File: config.mk
export PLATFORM = sky130hd
export DESIGN_NAME = sxc_readout
export DESIGN_NICKNAME = d
export VERILOG_FILES = /design/src/sxc_pkg.sv /design/src/sxc_sync.sv /design/src/sxc_conv_timer.sv /design/src/sxc_readout.sv
export SDC_FILE = /design/constraint.sdc
export NUM_CORES = 1
export LEC_CHECK = 0
export ABC_AREA = 0
export BUFFER_PORTS_ARGS = -buffer_cell sky130_fd_sc_hd__buf_2
export CAP_MARGIN = 20
export CORE_UTILIZATION = 50
export CTS_CLUSTER_SIZE = 20
export DETAILED_ROUTE_END_ITERATION = 8
export PLACE_DENSITY_LB_ADDON = 0.08
export SLEW_MARGIN = 20
export SYNTH_ARGS = -nofsm -noshare
export SYNTH_HDL_FRONTEND = slang
export SYNTH_SLANG_ARGS = --single-unit
File: constraint.sdc
create_clock -name clk -period 3.09 [get_ports clk]
set_clock_uncertainty 0.15 [all_clocks]
set_input_delay 0.1545 -clock clk [delete_from_list [all_inputs] [get_ports clk]]
set_output_delay 0.1545 -clock clk [all_outputs]
set_load 0.03 [all_outputs]
File: src/sxc_pkg.sv
// Purpose: shared constants for the six-channel converter readout block
// Assumes: 125 MHz system clock
// Notes:   timing counts derive from times in their own units
package sxc_pkg;
	// ------------------------------------------------------------
	// timing
	// ------------------------------------------------------------
	localparam int CLK_MHZ            = 125;          // system clock rate
	localparam int CONVERSION_TIME_NS = 3000;         // conversion time 3 us
	localparam int CONV_CYCLES        = (CONVERSION_TIME_NS * CLK_MHZ) / 1000;
	// ------------------------------------------------------------
	// geometry and modes
	// ------------------------------------------------------------
	localparam int NUM_CH             = 6;            // channels
	localparam int NUM_PAIRS          = 3;            // start pairs
	localparam int DATA_W             = 16;           // data lines
	localparam logic MODE_WORD        = 1'b0;         // word/byte select low
	localparam logic MODE_BYTE        = 1'b1;         // word/byte select high
	localparam logic ORDER_LOW_FIRST  = 1'b0;         // byte order select low
	localparam logic SEL_PARALLEL     = 1'b0;         // serial/parallel select low
	localparam logic [2:0] IDX_RST    = 3'h0;         // sequencer reset index
endpackage

File: src/sxc_sync.sv
// Purpose: three-stage synchroniser with agreement filter for pin inputs
// Assumes: input is asynchronous to clk
// Notes:   output changes once stages two and three agree
module sxc_sync
	import sxc_pkg::*;
#(
	parameter int W = 1
) (
	input  wire logic         clk,
	input  wire logic         sys_rst,
	input  wire logic [W-1:0] pin_in,
	input  wire logic [W-1:0] rst_val,
	output logic      [W-1:0] pin_out
);
	// ------------------------------------------------------------
	// state
	// ------------------------------------------------------------
	typedef struct packed {
		logic [W-1:0] s1;   // first stage, read only by s2
		logic [W-1:0] s2;   // second stage
		logic [W-1:0] s3;   // third stage
		logic [W-1:0] q;    // filtered level
	} sxc_sync_type;
	sxc_sync_type st_r;
	sxc_sync_type st_nxt;

	// next state: shift, update filtered level where stages agree
	always_comb begin
		st_nxt    = st_r;
		st_nxt.s1 = pin_in;
		st_nxt.s2 = st_r.s1;
		st_nxt.s3 = st_r.s2;
		for (int i = 0; i < W; i++) begin
			if (st_r.s2[i] == st_r.s3[i]) begin
				st_nxt.q[i] = st_r.s3[i];
			end
		end
	end

	// synchronous reset loads the idle level so no false edge appears
	always_ff @(posedge clk) begin
		if (sys_rst) begin
			st_r <= '{s1: rst_val, s2: rst_val, s3: rst_val, q: rst_val};
		end else begin
			st_r <= st_nxt;
		end
	end

	assign pin_out = st_r.q;
endmodule

File: src/sxc_conv_timer.sv
// Purpose: conversion timer standing in for the on-chip oscillator
// Assumes: start is a one-cycle pulse on clk
// Notes:   a start while running is ignored
module sxc_conv_timer
	import sxc_pkg::*;
#(
	parameter int CYCLES = CONV_CYCLES
) (
	input  wire logic clk,
	input  wire logic sys_rst,
	input  wire logic start,
	output logic      running,
	output logic      done
);
	localparam int CW = $clog2(CYCLES + 1);
	// refuse spans too short for the run and end handshake
	if (CYCLES < 2) begin : g_bad_cycles
		$error("conversion cycles too small");
	end

	// ------------------------------------------------------------
	// state
	// ------------------------------------------------------------
	typedef struct packed {
		logic          run;   // conversion in progress
		logic [CW-1:0] cnt;   // cycles left
		logic          fin;   // end pulse
	} sxc_tmr_type;
	sxc_tmr_type st_r;
	sxc_tmr_type st_nxt;

	// count down the conversion span
	always_comb begin
		st_nxt     = st_r;
		st_nxt.fin = 1'b0;
		if (!st_r.run && start) begin
			st_nxt.run = 1'b1;
			st_nxt.cnt = CW'(CYCLES - 1);
		end else if (st_r.run) begin
			if (st_r.cnt == '0) begin
				st_nxt.run = 1'b0;
				st_nxt.fin = 1'b1;
			end else begin
				st_nxt.cnt = st_r.cnt - 1'b1;
			end
		end
	end

	always_ff @(posedge clk) begin
		if (sys_rst) begin
			st_r <= '0;
		end else begin
			st_r <= st_nxt;
		end
	end

	assign running = st_r.run;
	assign done    = st_r.fin;
endmodule

File: src/sxc_readout.sv
// Purpose: conversion start and parallel readout of a six-channel converter
// Assumes: pins asynchronous to clk; sample codes come from the analog cores
// Notes:   data pins are split into in, out and output enable
//
// What this block does
// - word/byte select low word, high byte
// - start rising edge launches selected pair conversions
// - own timer times conversion of 3 us
// - busy falls at end, tracking resumes
// - start inputs map to pairs one, two, three
// - results held in output data registers
// - data lines driven only when select and read low
// - word mode one channel per read
// - results presented in ascending channel order
// - 14-bit variant zeros top two bits
// - 12-bit variant zeros top four bits
// - byte mode data7 pin selects order, upper lines
// - order low gives low byte first
// - byte mode six channels take twelve reads
// - busy high for whole conversion
// - results are two's complement
module sxc_readout
	import sxc_pkg::*;
#(
	parameter int RES_W       = 16,            // converter resolution: 16, 14 or 12
	parameter int CONV_CYC    = CONV_CYCLES    // conversion span in clk cycles
) (
	input  wire logic                clk,
	input  wire logic                sys_rst,
	input  wire logic                start_pair_one_n,
	input  wire logic                start_pair_two_n,
	input  wire logic                start_pair_three_n,
	input  wire logic                serial_parallel_select,
	input  wire logic                word_byte_select,
	input  wire logic                chip_select_n,
	input  wire logic                read_n,
	input  wire logic [DATA_W-1:0]   data_in,
	output logic      [DATA_W-1:0]   data_out,
	output logic      [DATA_W-1:0]   data_oe,
	output logic                     busy,
	output logic                     track,
	input  wire logic [NUM_CH*RES_W-1:0] sample_code
);
	// refuse resolutions the alignment cannot serve, and spans shorter than
	// the busy-span check expects; both are caught before any clock runs
	if (RES_W != 16 && RES_W != 14 && RES_W != 12) begin : g_bad_res
		$error("resolution must be 16, 14 or 12");
	end
	if (CONV_CYC < 8) begin : g_bad_span
		$error("conversion span below 8 cycles");
	end

	// ------------------------------------------------------------
	// pin synchronisers
	// ------------------------------------------------------------
	logic [7:0] pins_raw;   // async pins gathered
	logic [7:0] pins_s;     // filtered levels
	// the interface select is a pin as well, so it is filtered like the rest
	assign pins_raw = {serial_parallel_select, data_in[7], read_n, chip_select_n,
	                   word_byte_select, start_pair_three_n, start_pair_two_n,
	                   start_pair_one_n};

	// idle levels: starts and strobes high, parallel, low byte first
	sxc_sync #(.W(8)) u_sync (
		.clk     (clk),
		.sys_rst (sys_rst),
		.pin_in  (pins_raw),
		.rst_val (8'h3f),
		.pin_out (pins_s)
	);

	logic [2:0] start_s;    // filtered start levels, pairs one..three
	logic       wb_s;       // word/byte mode
	logic       cs_n_s;     // chip select
	logic       rd_n_s;     // read strobe
	logic       order_s;    // byte order select on shared data7 pin
	assign start_s = pins_s[2:0];
	assign wb_s    = pins_s[3];
	assign cs_n_s  = pins_s[4];
	assign rd_n_s  = pins_s[5];
	assign order_s = pins_s[6];

	// ------------------------------------------------------------
	// helper functions
	// ------------------------------------------------------------
	// zero-extending right alignment: code already two's complement, top bits zero
	function automatic logic [DATA_W-1:0] align_code(input logic [RES_W-1:0] c);
		align_code = DATA_W'(c);
	endfunction

	// lowest set channel at or above a given index, NUM_CH if none
	function automatic logic [2:0] next_ch(input logic [NUM_CH-1:0] m, input logic [2:0] from);
		next_ch = 3'(NUM_CH);
		for (int i = NUM_CH - 1; i >= 0; i--) begin
			if (m[i] && 3'(i) >= from) begin
				next_ch = 3'(i);
			end
		end
	endfunction

	// ------------------------------------------------------------
	// conversion timer
	// ------------------------------------------------------------
	logic tmr_start;   // one-cycle launch
	logic tmr_run;     // conversion in progress
	logic tmr_done;    // conversion end pulse

	sxc_conv_timer #(.CYCLES(CONV_CYC)) u_tmr (
		.clk     (clk),
		.sys_rst (sys_rst),
		.start   (tmr_start),
		.running (tmr_run),
		.done    (tmr_done)
	);

	// ------------------------------------------------------------
	// state
	// ------------------------------------------------------------
	// span counter wide enough for the whole busy time plus one
	localparam int SW = $clog2(CONV_CYC + 2);
	typedef struct packed {
		logic [2:0]                start_d;  // previous start levels
		logic [2:0]                pend;     // pairs being converted
		logic [NUM_CH-1:0]         valid;    // channels with stored results
		logic [NUM_CH*RES_W-1:0]   res;      // output data registers
		logic [2:0]                idx;      // read sequencer channel
		logic                      second;   // second byte of channel due
		logic                      rd_d;     // previous read strobe
		logic [DATA_W-1:0]         dout;     // registered data lines
		logic                      oe;       // data lines enabled
		logic                      trk;      // sampling stages tracking
		logic [SW-1:0]             span;     // busy cycles since launch
	} sxc_rd_type;
	sxc_rd_type st_r;
	sxc_rd_type st_nxt;

	logic [2:0] rise;   // start rising edges this cycle
	logic       rd_rise; // read strobe rising edge
	logic       par_ok;  // parallel interface selected
	assign par_ok  = (pins_s[7] == SEL_PARALLEL);
	assign rise    = start_s & ~st_r.start_d;
	assign rd_rise = rd_n_s & ~st_r.rd_d;
	// starts while busy are ignored; the host must not issue them
	assign tmr_start = (|rise) && !tmr_run;

	// next state: launch, capture, read sequencing, data drive
	always_comb begin
		logic [15:0]  word;
		logic [2:0]   ch;
		logic [RES_W-1:0] code;
		word   = '0;
		ch     = '0;
		code   = '0;
		st_nxt = st_r;
		st_nxt.start_d = start_s;
		st_nxt.rd_d    = rd_n_s;
		// busy span counter, read only by the conversion-time check;
		// kept apart from the timer so the check does not trust the timer
		if (tmr_start) begin
			st_nxt.span = '0;
		end else if (tmr_run) begin
			st_nxt.span = st_r.span + 1'b1;
		end
		// launch on start rising edge; each input selects its own pair
		if (tmr_start) begin
			st_nxt.pend   = rise;
			st_nxt.trk    = 1'b0;     // hold
			st_nxt.valid  = '0;
			st_nxt.idx    = IDX_RST;
			st_nxt.second = 1'b0;
		end
		// conversion end: store results of the converted pairs
		if (tmr_done) begin
			st_nxt.trk = 1'b1;
			for (int p = 0; p < NUM_PAIRS; p++) begin
				if (st_r.pend[p]) begin
					st_nxt.res[2*p*RES_W +: 2*RES_W] = sample_code[2*p*RES_W +: 2*RES_W];
					st_nxt.valid[2*p +: 2] = 2'b11;
				end
			end
			st_nxt.idx = next_ch(st_nxt.valid, IDX_RST);
		end
		// sequencer advances on read rising edge
		if (rd_rise && !tmr_done && st_r.idx < 3'(NUM_CH)) begin
			if (wb_s == MODE_BYTE && !st_r.second) begin
				st_nxt.second = 1'b1;
			end else begin
				st_nxt.second = 1'b0;
				st_nxt.idx = next_ch(st_r.valid, st_r.idx + 3'h1);
			end
		end
		// present the current channel
		ch = st_r.idx;
		if (ch < 3'(NUM_CH)) begin
			code = st_r.res[ch*RES_W +: RES_W];
			word = align_code(code);
		end
		if (wb_s == MODE_WORD) begin
			st_nxt.dout = word;
		end else begin
			// byte mode: one byte on the upper lines, lower lines idle
			st_nxt.dout = '0;
			if ((order_s == ORDER_LOW_FIRST) ^ st_r.second) begin
				st_nxt.dout[15:8] = word[7:0];
			end else begin
				st_nxt.dout[15:8] = word[15:8];
			end
		end
		st_nxt.oe = par_ok && !cs_n_s && !rd_n_s;
	end

	// register the state copy
	always_ff @(posedge clk) begin
		if (sys_rst) begin
			st_r         <= '0;
			st_r.start_d <= 3'h7;
			st_r.rd_d    <= 1'b1;
			st_r.idx     <= 3'(NUM_CH);
			st_r.trk     <= 1'b1;
		end else begin
			st_r <= st_nxt;
		end
	end

	// ------------------------------------------------------------
	// outputs
	// ------------------------------------------------------------
	assign busy     = tmr_run;
	assign track    = st_r.trk;
	assign data_out = st_r.dout;
	// byte mode keeps the shared data7 pin and lines below it as inputs
	assign data_oe  = !st_r.oe ? '0 :
	                  (wb_s == MODE_WORD) ? '1 : 16'hff00;

	// ------------------------------------------------------------
	// checks
	// ------------------------------------------------------------
	// these watch what this block drives; the strobe-side duties of the
	// host are kept by the host model, not asserted here
	// track is registered, so it rises one cycle after busy falls
	chk_busy_span: assert property (@(posedge clk) disable iff (sys_rst)
		$rose(busy) |-> busy [*8]) else $error("busy span too short");
	chk_start_busy: assert property (@(posedge clk) disable iff (sys_rst)
		(tmr_start) |=> busy) else $error("busy not raised after start");
	chk_busy_end: assert property (@(posedge clk) disable iff (sys_rst)
		$fell(busy) |=> track) else $error("not tracking after busy");
	chk_oe_gate: assert property (@(posedge clk) disable iff (sys_rst)
		(|data_oe) |-> $past(!cs_n_s && !rd_n_s)) else $error("bus driven without strobes");
	chk_top_zero: assert property (@(posedge clk) disable iff (sys_rst)
		(RES_W == 14 && wb_s == MODE_WORD && st_r.oe) |-> data_out[15:14] == 2'b00)
		else $error("top bits not zero");
	chk_top_four: assert property (@(posedge clk) disable iff (sys_rst)
		(RES_W == 12 && wb_s == MODE_WORD && st_r.oe) |-> data_out[15:12] == 4'h0)
		else $error("top four bits not zero");
	chk_seq_reset: assert property (@(posedge clk) disable iff (sys_rst)
		tmr_start |=> (st_r.idx == IDX_RST && !st_r.second)) else $error("sequencer not reset");
	chk_byte_hold: assert property (@(posedge clk) disable iff (sys_rst)
		(rd_rise && !tmr_done && wb_s == MODE_BYTE && !st_r.second && st_r.idx < 3'(NUM_CH))
		|=> $stable(st_r.idx)) else $error("advanced after one byte");
	chk_ascending: assert property (@(posedge clk) disable iff (sys_rst)
		(rd_rise && !tmr_done && !tmr_start && st_r.idx < 3'(NUM_CH) && wb_s == MODE_WORD)
		|=> st_r.idx > $past(st_r.idx)) else $error("order not ascending");
	// the span counter must read the full conversion length as busy drops;
	// a counter instead of a delay keeps long spans cheap for the tools
	chk_conv_len: assert property (@(posedge clk) disable iff (sys_rst)
		$fell(busy) |-> st_r.span == SW'(CONV_CYC)) else $error("conversion time wrong");
	// tracking stays off for the whole busy span
	chk_hold_busy: assert property (@(posedge clk) disable iff (sys_rst)
		busy |-> !track) else $error("tracking during conversion");
	// busy only ever rises right after a launch
	chk_busy_rise: assert property (@(posedge clk) disable iff (sys_rst)
		$rose(busy) |-> $past(tmr_start)) else $error("busy raised without launch");
	// each start input launches exactly its own pair
	chk_pair_map: assert property (@(posedge clk) disable iff (sys_rst)
		tmr_start |=> st_r.pend == $past(rise)) else $error("wrong pairs launched");
	// results land for the launched pairs only
	chk_store_pairs: assert property (@(posedge clk) disable iff (sys_rst)
		tmr_done |=> st_r.valid == {{2{st_r.pend[2]}}, {2{st_r.pend[1]}},
		{2{st_r.pend[0]}}}) else $error("stored channels do not match pairs");
	// a start edge during a conversion leaves the pair selection alone
	chk_busy_drop: assert property (@(posedge clk) disable iff (sys_rst)
		(busy && (|rise)) |=> $stable(st_r.pend)) else $error("start taken while busy");

	// ------------------------------------------------------------
	// checks: readout lines
	// ------------------------------------------------------------
	// a released strobe releases the lines on the next cycle
	chk_rd_idle: assert property (@(posedge clk) disable iff (sys_rst)
		(rd_n_s || cs_n_s) |=> !(|data_oe)) else $error("lines driven after release");
	// word mode drives all sixteen lines during a read
	chk_word_lines: assert property (@(posedge clk) disable iff (sys_rst)
		(st_r.oe && wb_s == MODE_WORD) |-> data_oe == 16'hffff)
		else $error("word mode lines not all driven");
	// byte mode leaves the shared data7 pin and the lines below it alone
	chk_byte_low: assert property (@(posedge clk) disable iff (sys_rst)
		(st_r.oe && wb_s == MODE_BYTE && $stable(wb_s)) |-> data_oe == 16'hff00 &&
		data_out[7:0] == 8'h00) else $error("byte mode drives lower lines");
endmodule

==> results.sh <==
export IMPL_syn_num_nets=931
export IMPL_clk_path_buf_depth=2
export IMPL_die_w_um=120.3
export IMPL_crit_path_end_kind="flop"
export IMPL_via_count=6173
export IMPL_cts_htree_levels=4
export IMPL_grt_max_degree=91
export IMPL_met1_usage_pct=32.45
export IMPL_fin_crit_ps=2235
export IMPL_max_slew_margin_pct=31.45
export IMPL_critPathSlowestCell="xnor2_1"
export IMPL_grt_pass1_vias=5940
export IMPL_cp_slowest_stage_delay_ps=420
export IMPL_grt_overflow=0
export IMPL_cts_tree="yes"
export IMPL_synthAdderAreaFrac_pct=0.7148
export IMPL_io_buffers=139
export IMPL_syn_to_final_growth_pct=30.81
export IMPL_switching_share_pct=19.62
export IMPL_syn_avg_cell_area_um2=8.687
export IMPL_outcome="finished clean"
export IMPL_fin_nets=1119
export IMPL_seq_power_share_pct=49.2
export IMPL_synthSimpleGateAreaFrac_pct=19.41
export IMPL_ir_worst_vdd_uv=322.3
export IMPL_syn_inst=806
export IMPL_antenna_found_initial=0
export IMPL_setup_tns_ps=0
export IMPL_synth_top_family_by_area="simple AND/OR/NAND/NOR gates"
export IMPL_start_util_pct=52.05
export IMPL_rsz0062_at_grt="false"
export IMPL_worstMarginPinSlew_ps=1026
export IMPL_critPathTopFamily="compound AO/OA/AOI/OAI gates"
export IMPL_clock_latency_ps=420
export IMPL_cts_sinks=174
export IMPL_fill_cells=1104
export IMPL_finalSetupViolCount=0
export IMPL_ys_types=51
export IMPL_multi_input_area_um2=3034
export IMPL_pwr_share_clk_pct=45.7
export IMPL_io_pins=155
export IMPL_drive_above_1_share_pct=22.63
export IMPL_cp_data_arrival_time_ps=2400
export IMPL_p_leak_nw=3.534
export IMPL_cts_buffers=17
export IMPL_yosysSeqAreaShare_pct=49.75
export IMPL_hold_violations=0
export IMPL_rows=42
export IMPL_use_met3_pct=4.292
export IMPL_wl_per_cell_um=15.05
export IMPL_ant_nets=0
export IMPL_netSwitchingPower_w=0.0009035
export IMPL_period_share_pct=72.33
export IMPL_worstPathMaxFanout=22
export IMPL_grtUsageMet2_pct=41.63
export IMPL_dr_pass1_iters=5
export IMPL_final_util_pct=68.08
export IMPL_fp_dieH_um=120.3
export IMPL_synth_edf_count=0
export IMPL_synth_compound_area_share_pct=14.89
export IMPL_worstHoldPathType="input port to flop"
export IMPL_async_flop_share_pct=0
export IMPL_synth_xor_area_share_pct=0.7505
export IMPL_required_ps=3250
export IMPL_clkTransAtPathRegs_ps=60
export IMPL_crit_type="flop to flop"
export IMPL_cts_root_buf="clkbuf_16"
export IMPL_core_area_um2=13450
export IMPL_fmax_mhz=447.4
export IMPL_gp_congestion=0.8412
export IMPL_drtIter0Drc=475
export IMPL_synth_seq_cells=174
export IMPL_yosys_warnings=0
export IMPL_cp_num_buf_inv=1
export IMPL_slew_violations=0
export IMPL_die_area_um2=14480
export IMPL_yosys_top_cells_area="dfxtp_1, nand2_1, a21oi_1, mux4_2, buf_4"
export IMPL_final_seq_area_um2=3485
export IMPL_crit_chain="buf_4 -> ha_1 -> xnor2_1 -> o21ai_0 -> nand2b_1 -> a31o_1 -> a211oi_1"
export IMPL_power_density_nw_per_um2=502.7
export IMPL_viasPerCell=5.231
export IMPL_whs_ps=115.9
export IMPL_pwr_share_comb_pct=5.2
export IMPL_track_usage_pct=25.16
export IMPL_synthesis_area_um2=7002
export IMPL_muxShareOfSynthArea_pct=7.577
export IMPL_synth_ff_type="dfxtp_1"
export IMPL_wirelength_um=17760
export IMPL_maxCapViolations=0
export IMPL_start_kind="flop"
export IMPL_yosys_area_top_type="dfxtp_1"
export IMPL_grt_busiest_layer="met2"
export IMPL_intPower_w=0.003701
export IMPL_grt_pass1_wl_um=28430
export IMPL_synth_top_area_share_pct=49.75
export IMPL_drc_errors=0
export IMPL_dp_hpwl_um=10890
## cells in the mapped netlist (5+ instances only)
cell type / n
a21oi_1: 134
a22oi_1: 9
and2_1: 5
buf_1: 7
buf_4: 35
clkbuf_1: 36
dfxtp_1: 174
mux2_2: 8
mux2i_1: 8
mux4_2: 16
nand2_1: 205
nand2b_1: 9
nor2_1: 43
nor2b_1: 11
o21ai_0: 6
o21bai_1: 6
o22ai_1: 8
or2_2: 24
xnor2_1: 6
## power by group through the flow
stage | logic, W | registers, W | clock network, W
3_5_place_dp | 0.000131 | 0.00231 | 0
5_1_grt | 0.000255 | 0.00226 | 0.00224
3_3_place_gp | 0.000130 | 0.00231 | 0
4_1_cts | 0.000232 | 0.00226 | 0.00214
2_1_floorplan | 0.0000518 | 0.00231 | 0
6_report | 0.000239 | 0.00226 | 0.00210
## cell type report
cell class / count / area share (%)
antenna: 1 / 0.02732
clock buffer: 21 / 5.027
sequential: 174 / 38.05
tap: 176 / 2.404
clock inverter: 7 / 1.257
multi-input combinational: 543 / 33.13
timing repair buffer: 252 / 19.86
inverter: 6 / 0.2459
## worst register-to-register path: cells and delay by family, from the launching register on
kind,cells,cell delay (ps)
flip-flops,1,310
AO/OA/AOI/OAI,3,590
adder cells (fa/ha/maj),1,260
XOR/XNOR,1,420
AND/OR/NAND/NOR,1,170
buffers and inverters,1,230
## state kept, by name (all words and copies together) (netlist names)
name / flops
data_out: 16
st_r: 114
u_tmr.done: 1
u_tmr.st_r: 9
u_sync.pin_out: 8
u_sync.st_r: 8
u_tmr.running: 1
u_sync.st_nxt: 16
track: 1
## placed cells by master (no fill, tap or decap), types with 3 or more instances in the layout
cell type / count
mux4_2: 16
dlygate4sd3_1: 104
clkbuf_16: 17
nand2_1: 205
nor3_1: 4
and2_1: 5
a21oi_1: 134
bufinv_16: 3
xnor2_1: 6
buf_4: 9
o21ai_0: 6
mux2_2: 8
mux2i_1: 8
nand3_1: 3
nor2b_1: 11
nor2_1: 43
a22oi_1: 9
ha_1: 4
o21bai_1: 6
inv_1: 4
nand2b_1: 9
a31oi_1: 3
buf_2: 138
o22ai_1: 8
or2_2: 24
dfxtp_1: 173
nor4_1: 4
## what timing repair did
action                    in CTS  in global routing
resized for setup              0                  0
hold endpoints to repair     104                  0
hold buffers                 104                  0
buffers inserted               0                  0
## routing by layer
| metal | vias up | part of all wire (%) | wire length (µm) |
|---|---|---|---|
| met3 | 34 | 5.1 | 911 |
| met4 | 0 | 2.3 | 401 |
| met1 | 2894 | 44 | 7836 |
| li1 | 3039 | - | - |
| met2 | 206 | 48 | 8614 |
| met5 | - | 0 | 0 |
## cell families (layout without fill, tap and decap cells)
| group | count (synthesis) | in the layout |
|---|---|---|
| AO/OA/AOI/OAI | 185 | 185 |
| AND/OR/NAND/NOR | 316 | 316 |
| multiplexers | 32 | 32 |
| flip-flops | 174 | 174 |
| XOR/XNOR | 6 | 6 |
| adder cells (fa/ha/maj) | 4 | 4 |
| buffers and inverters | 89 | 286 |
| other | 0 | 1 |
## path summary, 6_finish.rpt
| check | startpoint | endpoint | slack, ps | cells after the start |
|---|---|---|---|---|
| worst max-delay path | st_r[30]$_SDFF_PP1_ | st_r[29]$_SDFF_PP0_ | 860 | 7 |
| worst min-delay path | sys_rst | u_tmr.st_r[5]$_SDFFE_PP0P_ | 120 | 2 |
| worst max register to register | st_r[30]$_SDFF_PP1_ | st_r[29]$_SDFF_PP0_ | 860 | 7 |
| worst min register to register | u_sync.st_nxt[16]$_SDFF_PP1_ | u_sync.st_nxt[8]$_SDFF_PP1_ | 260 | 1 |
## per-stage QoR
stage	total power, W	setup slack [ps]	cells	cell area [µm²]
2_1_floorplan	0.002364	608.4	806	7002
3_3_place_gp	0.002443	899.2	1047	7540
3_5_place_dp	0.002444	878.1	1047	7540
4_1_cts	0.004633	852.5	1179	9156
5_1_grt	0.004755	702.8	1179	9156
6_report	0.004605	855.0	1180	9159
No activity file was read; power rests on OpenSTA's default activity.
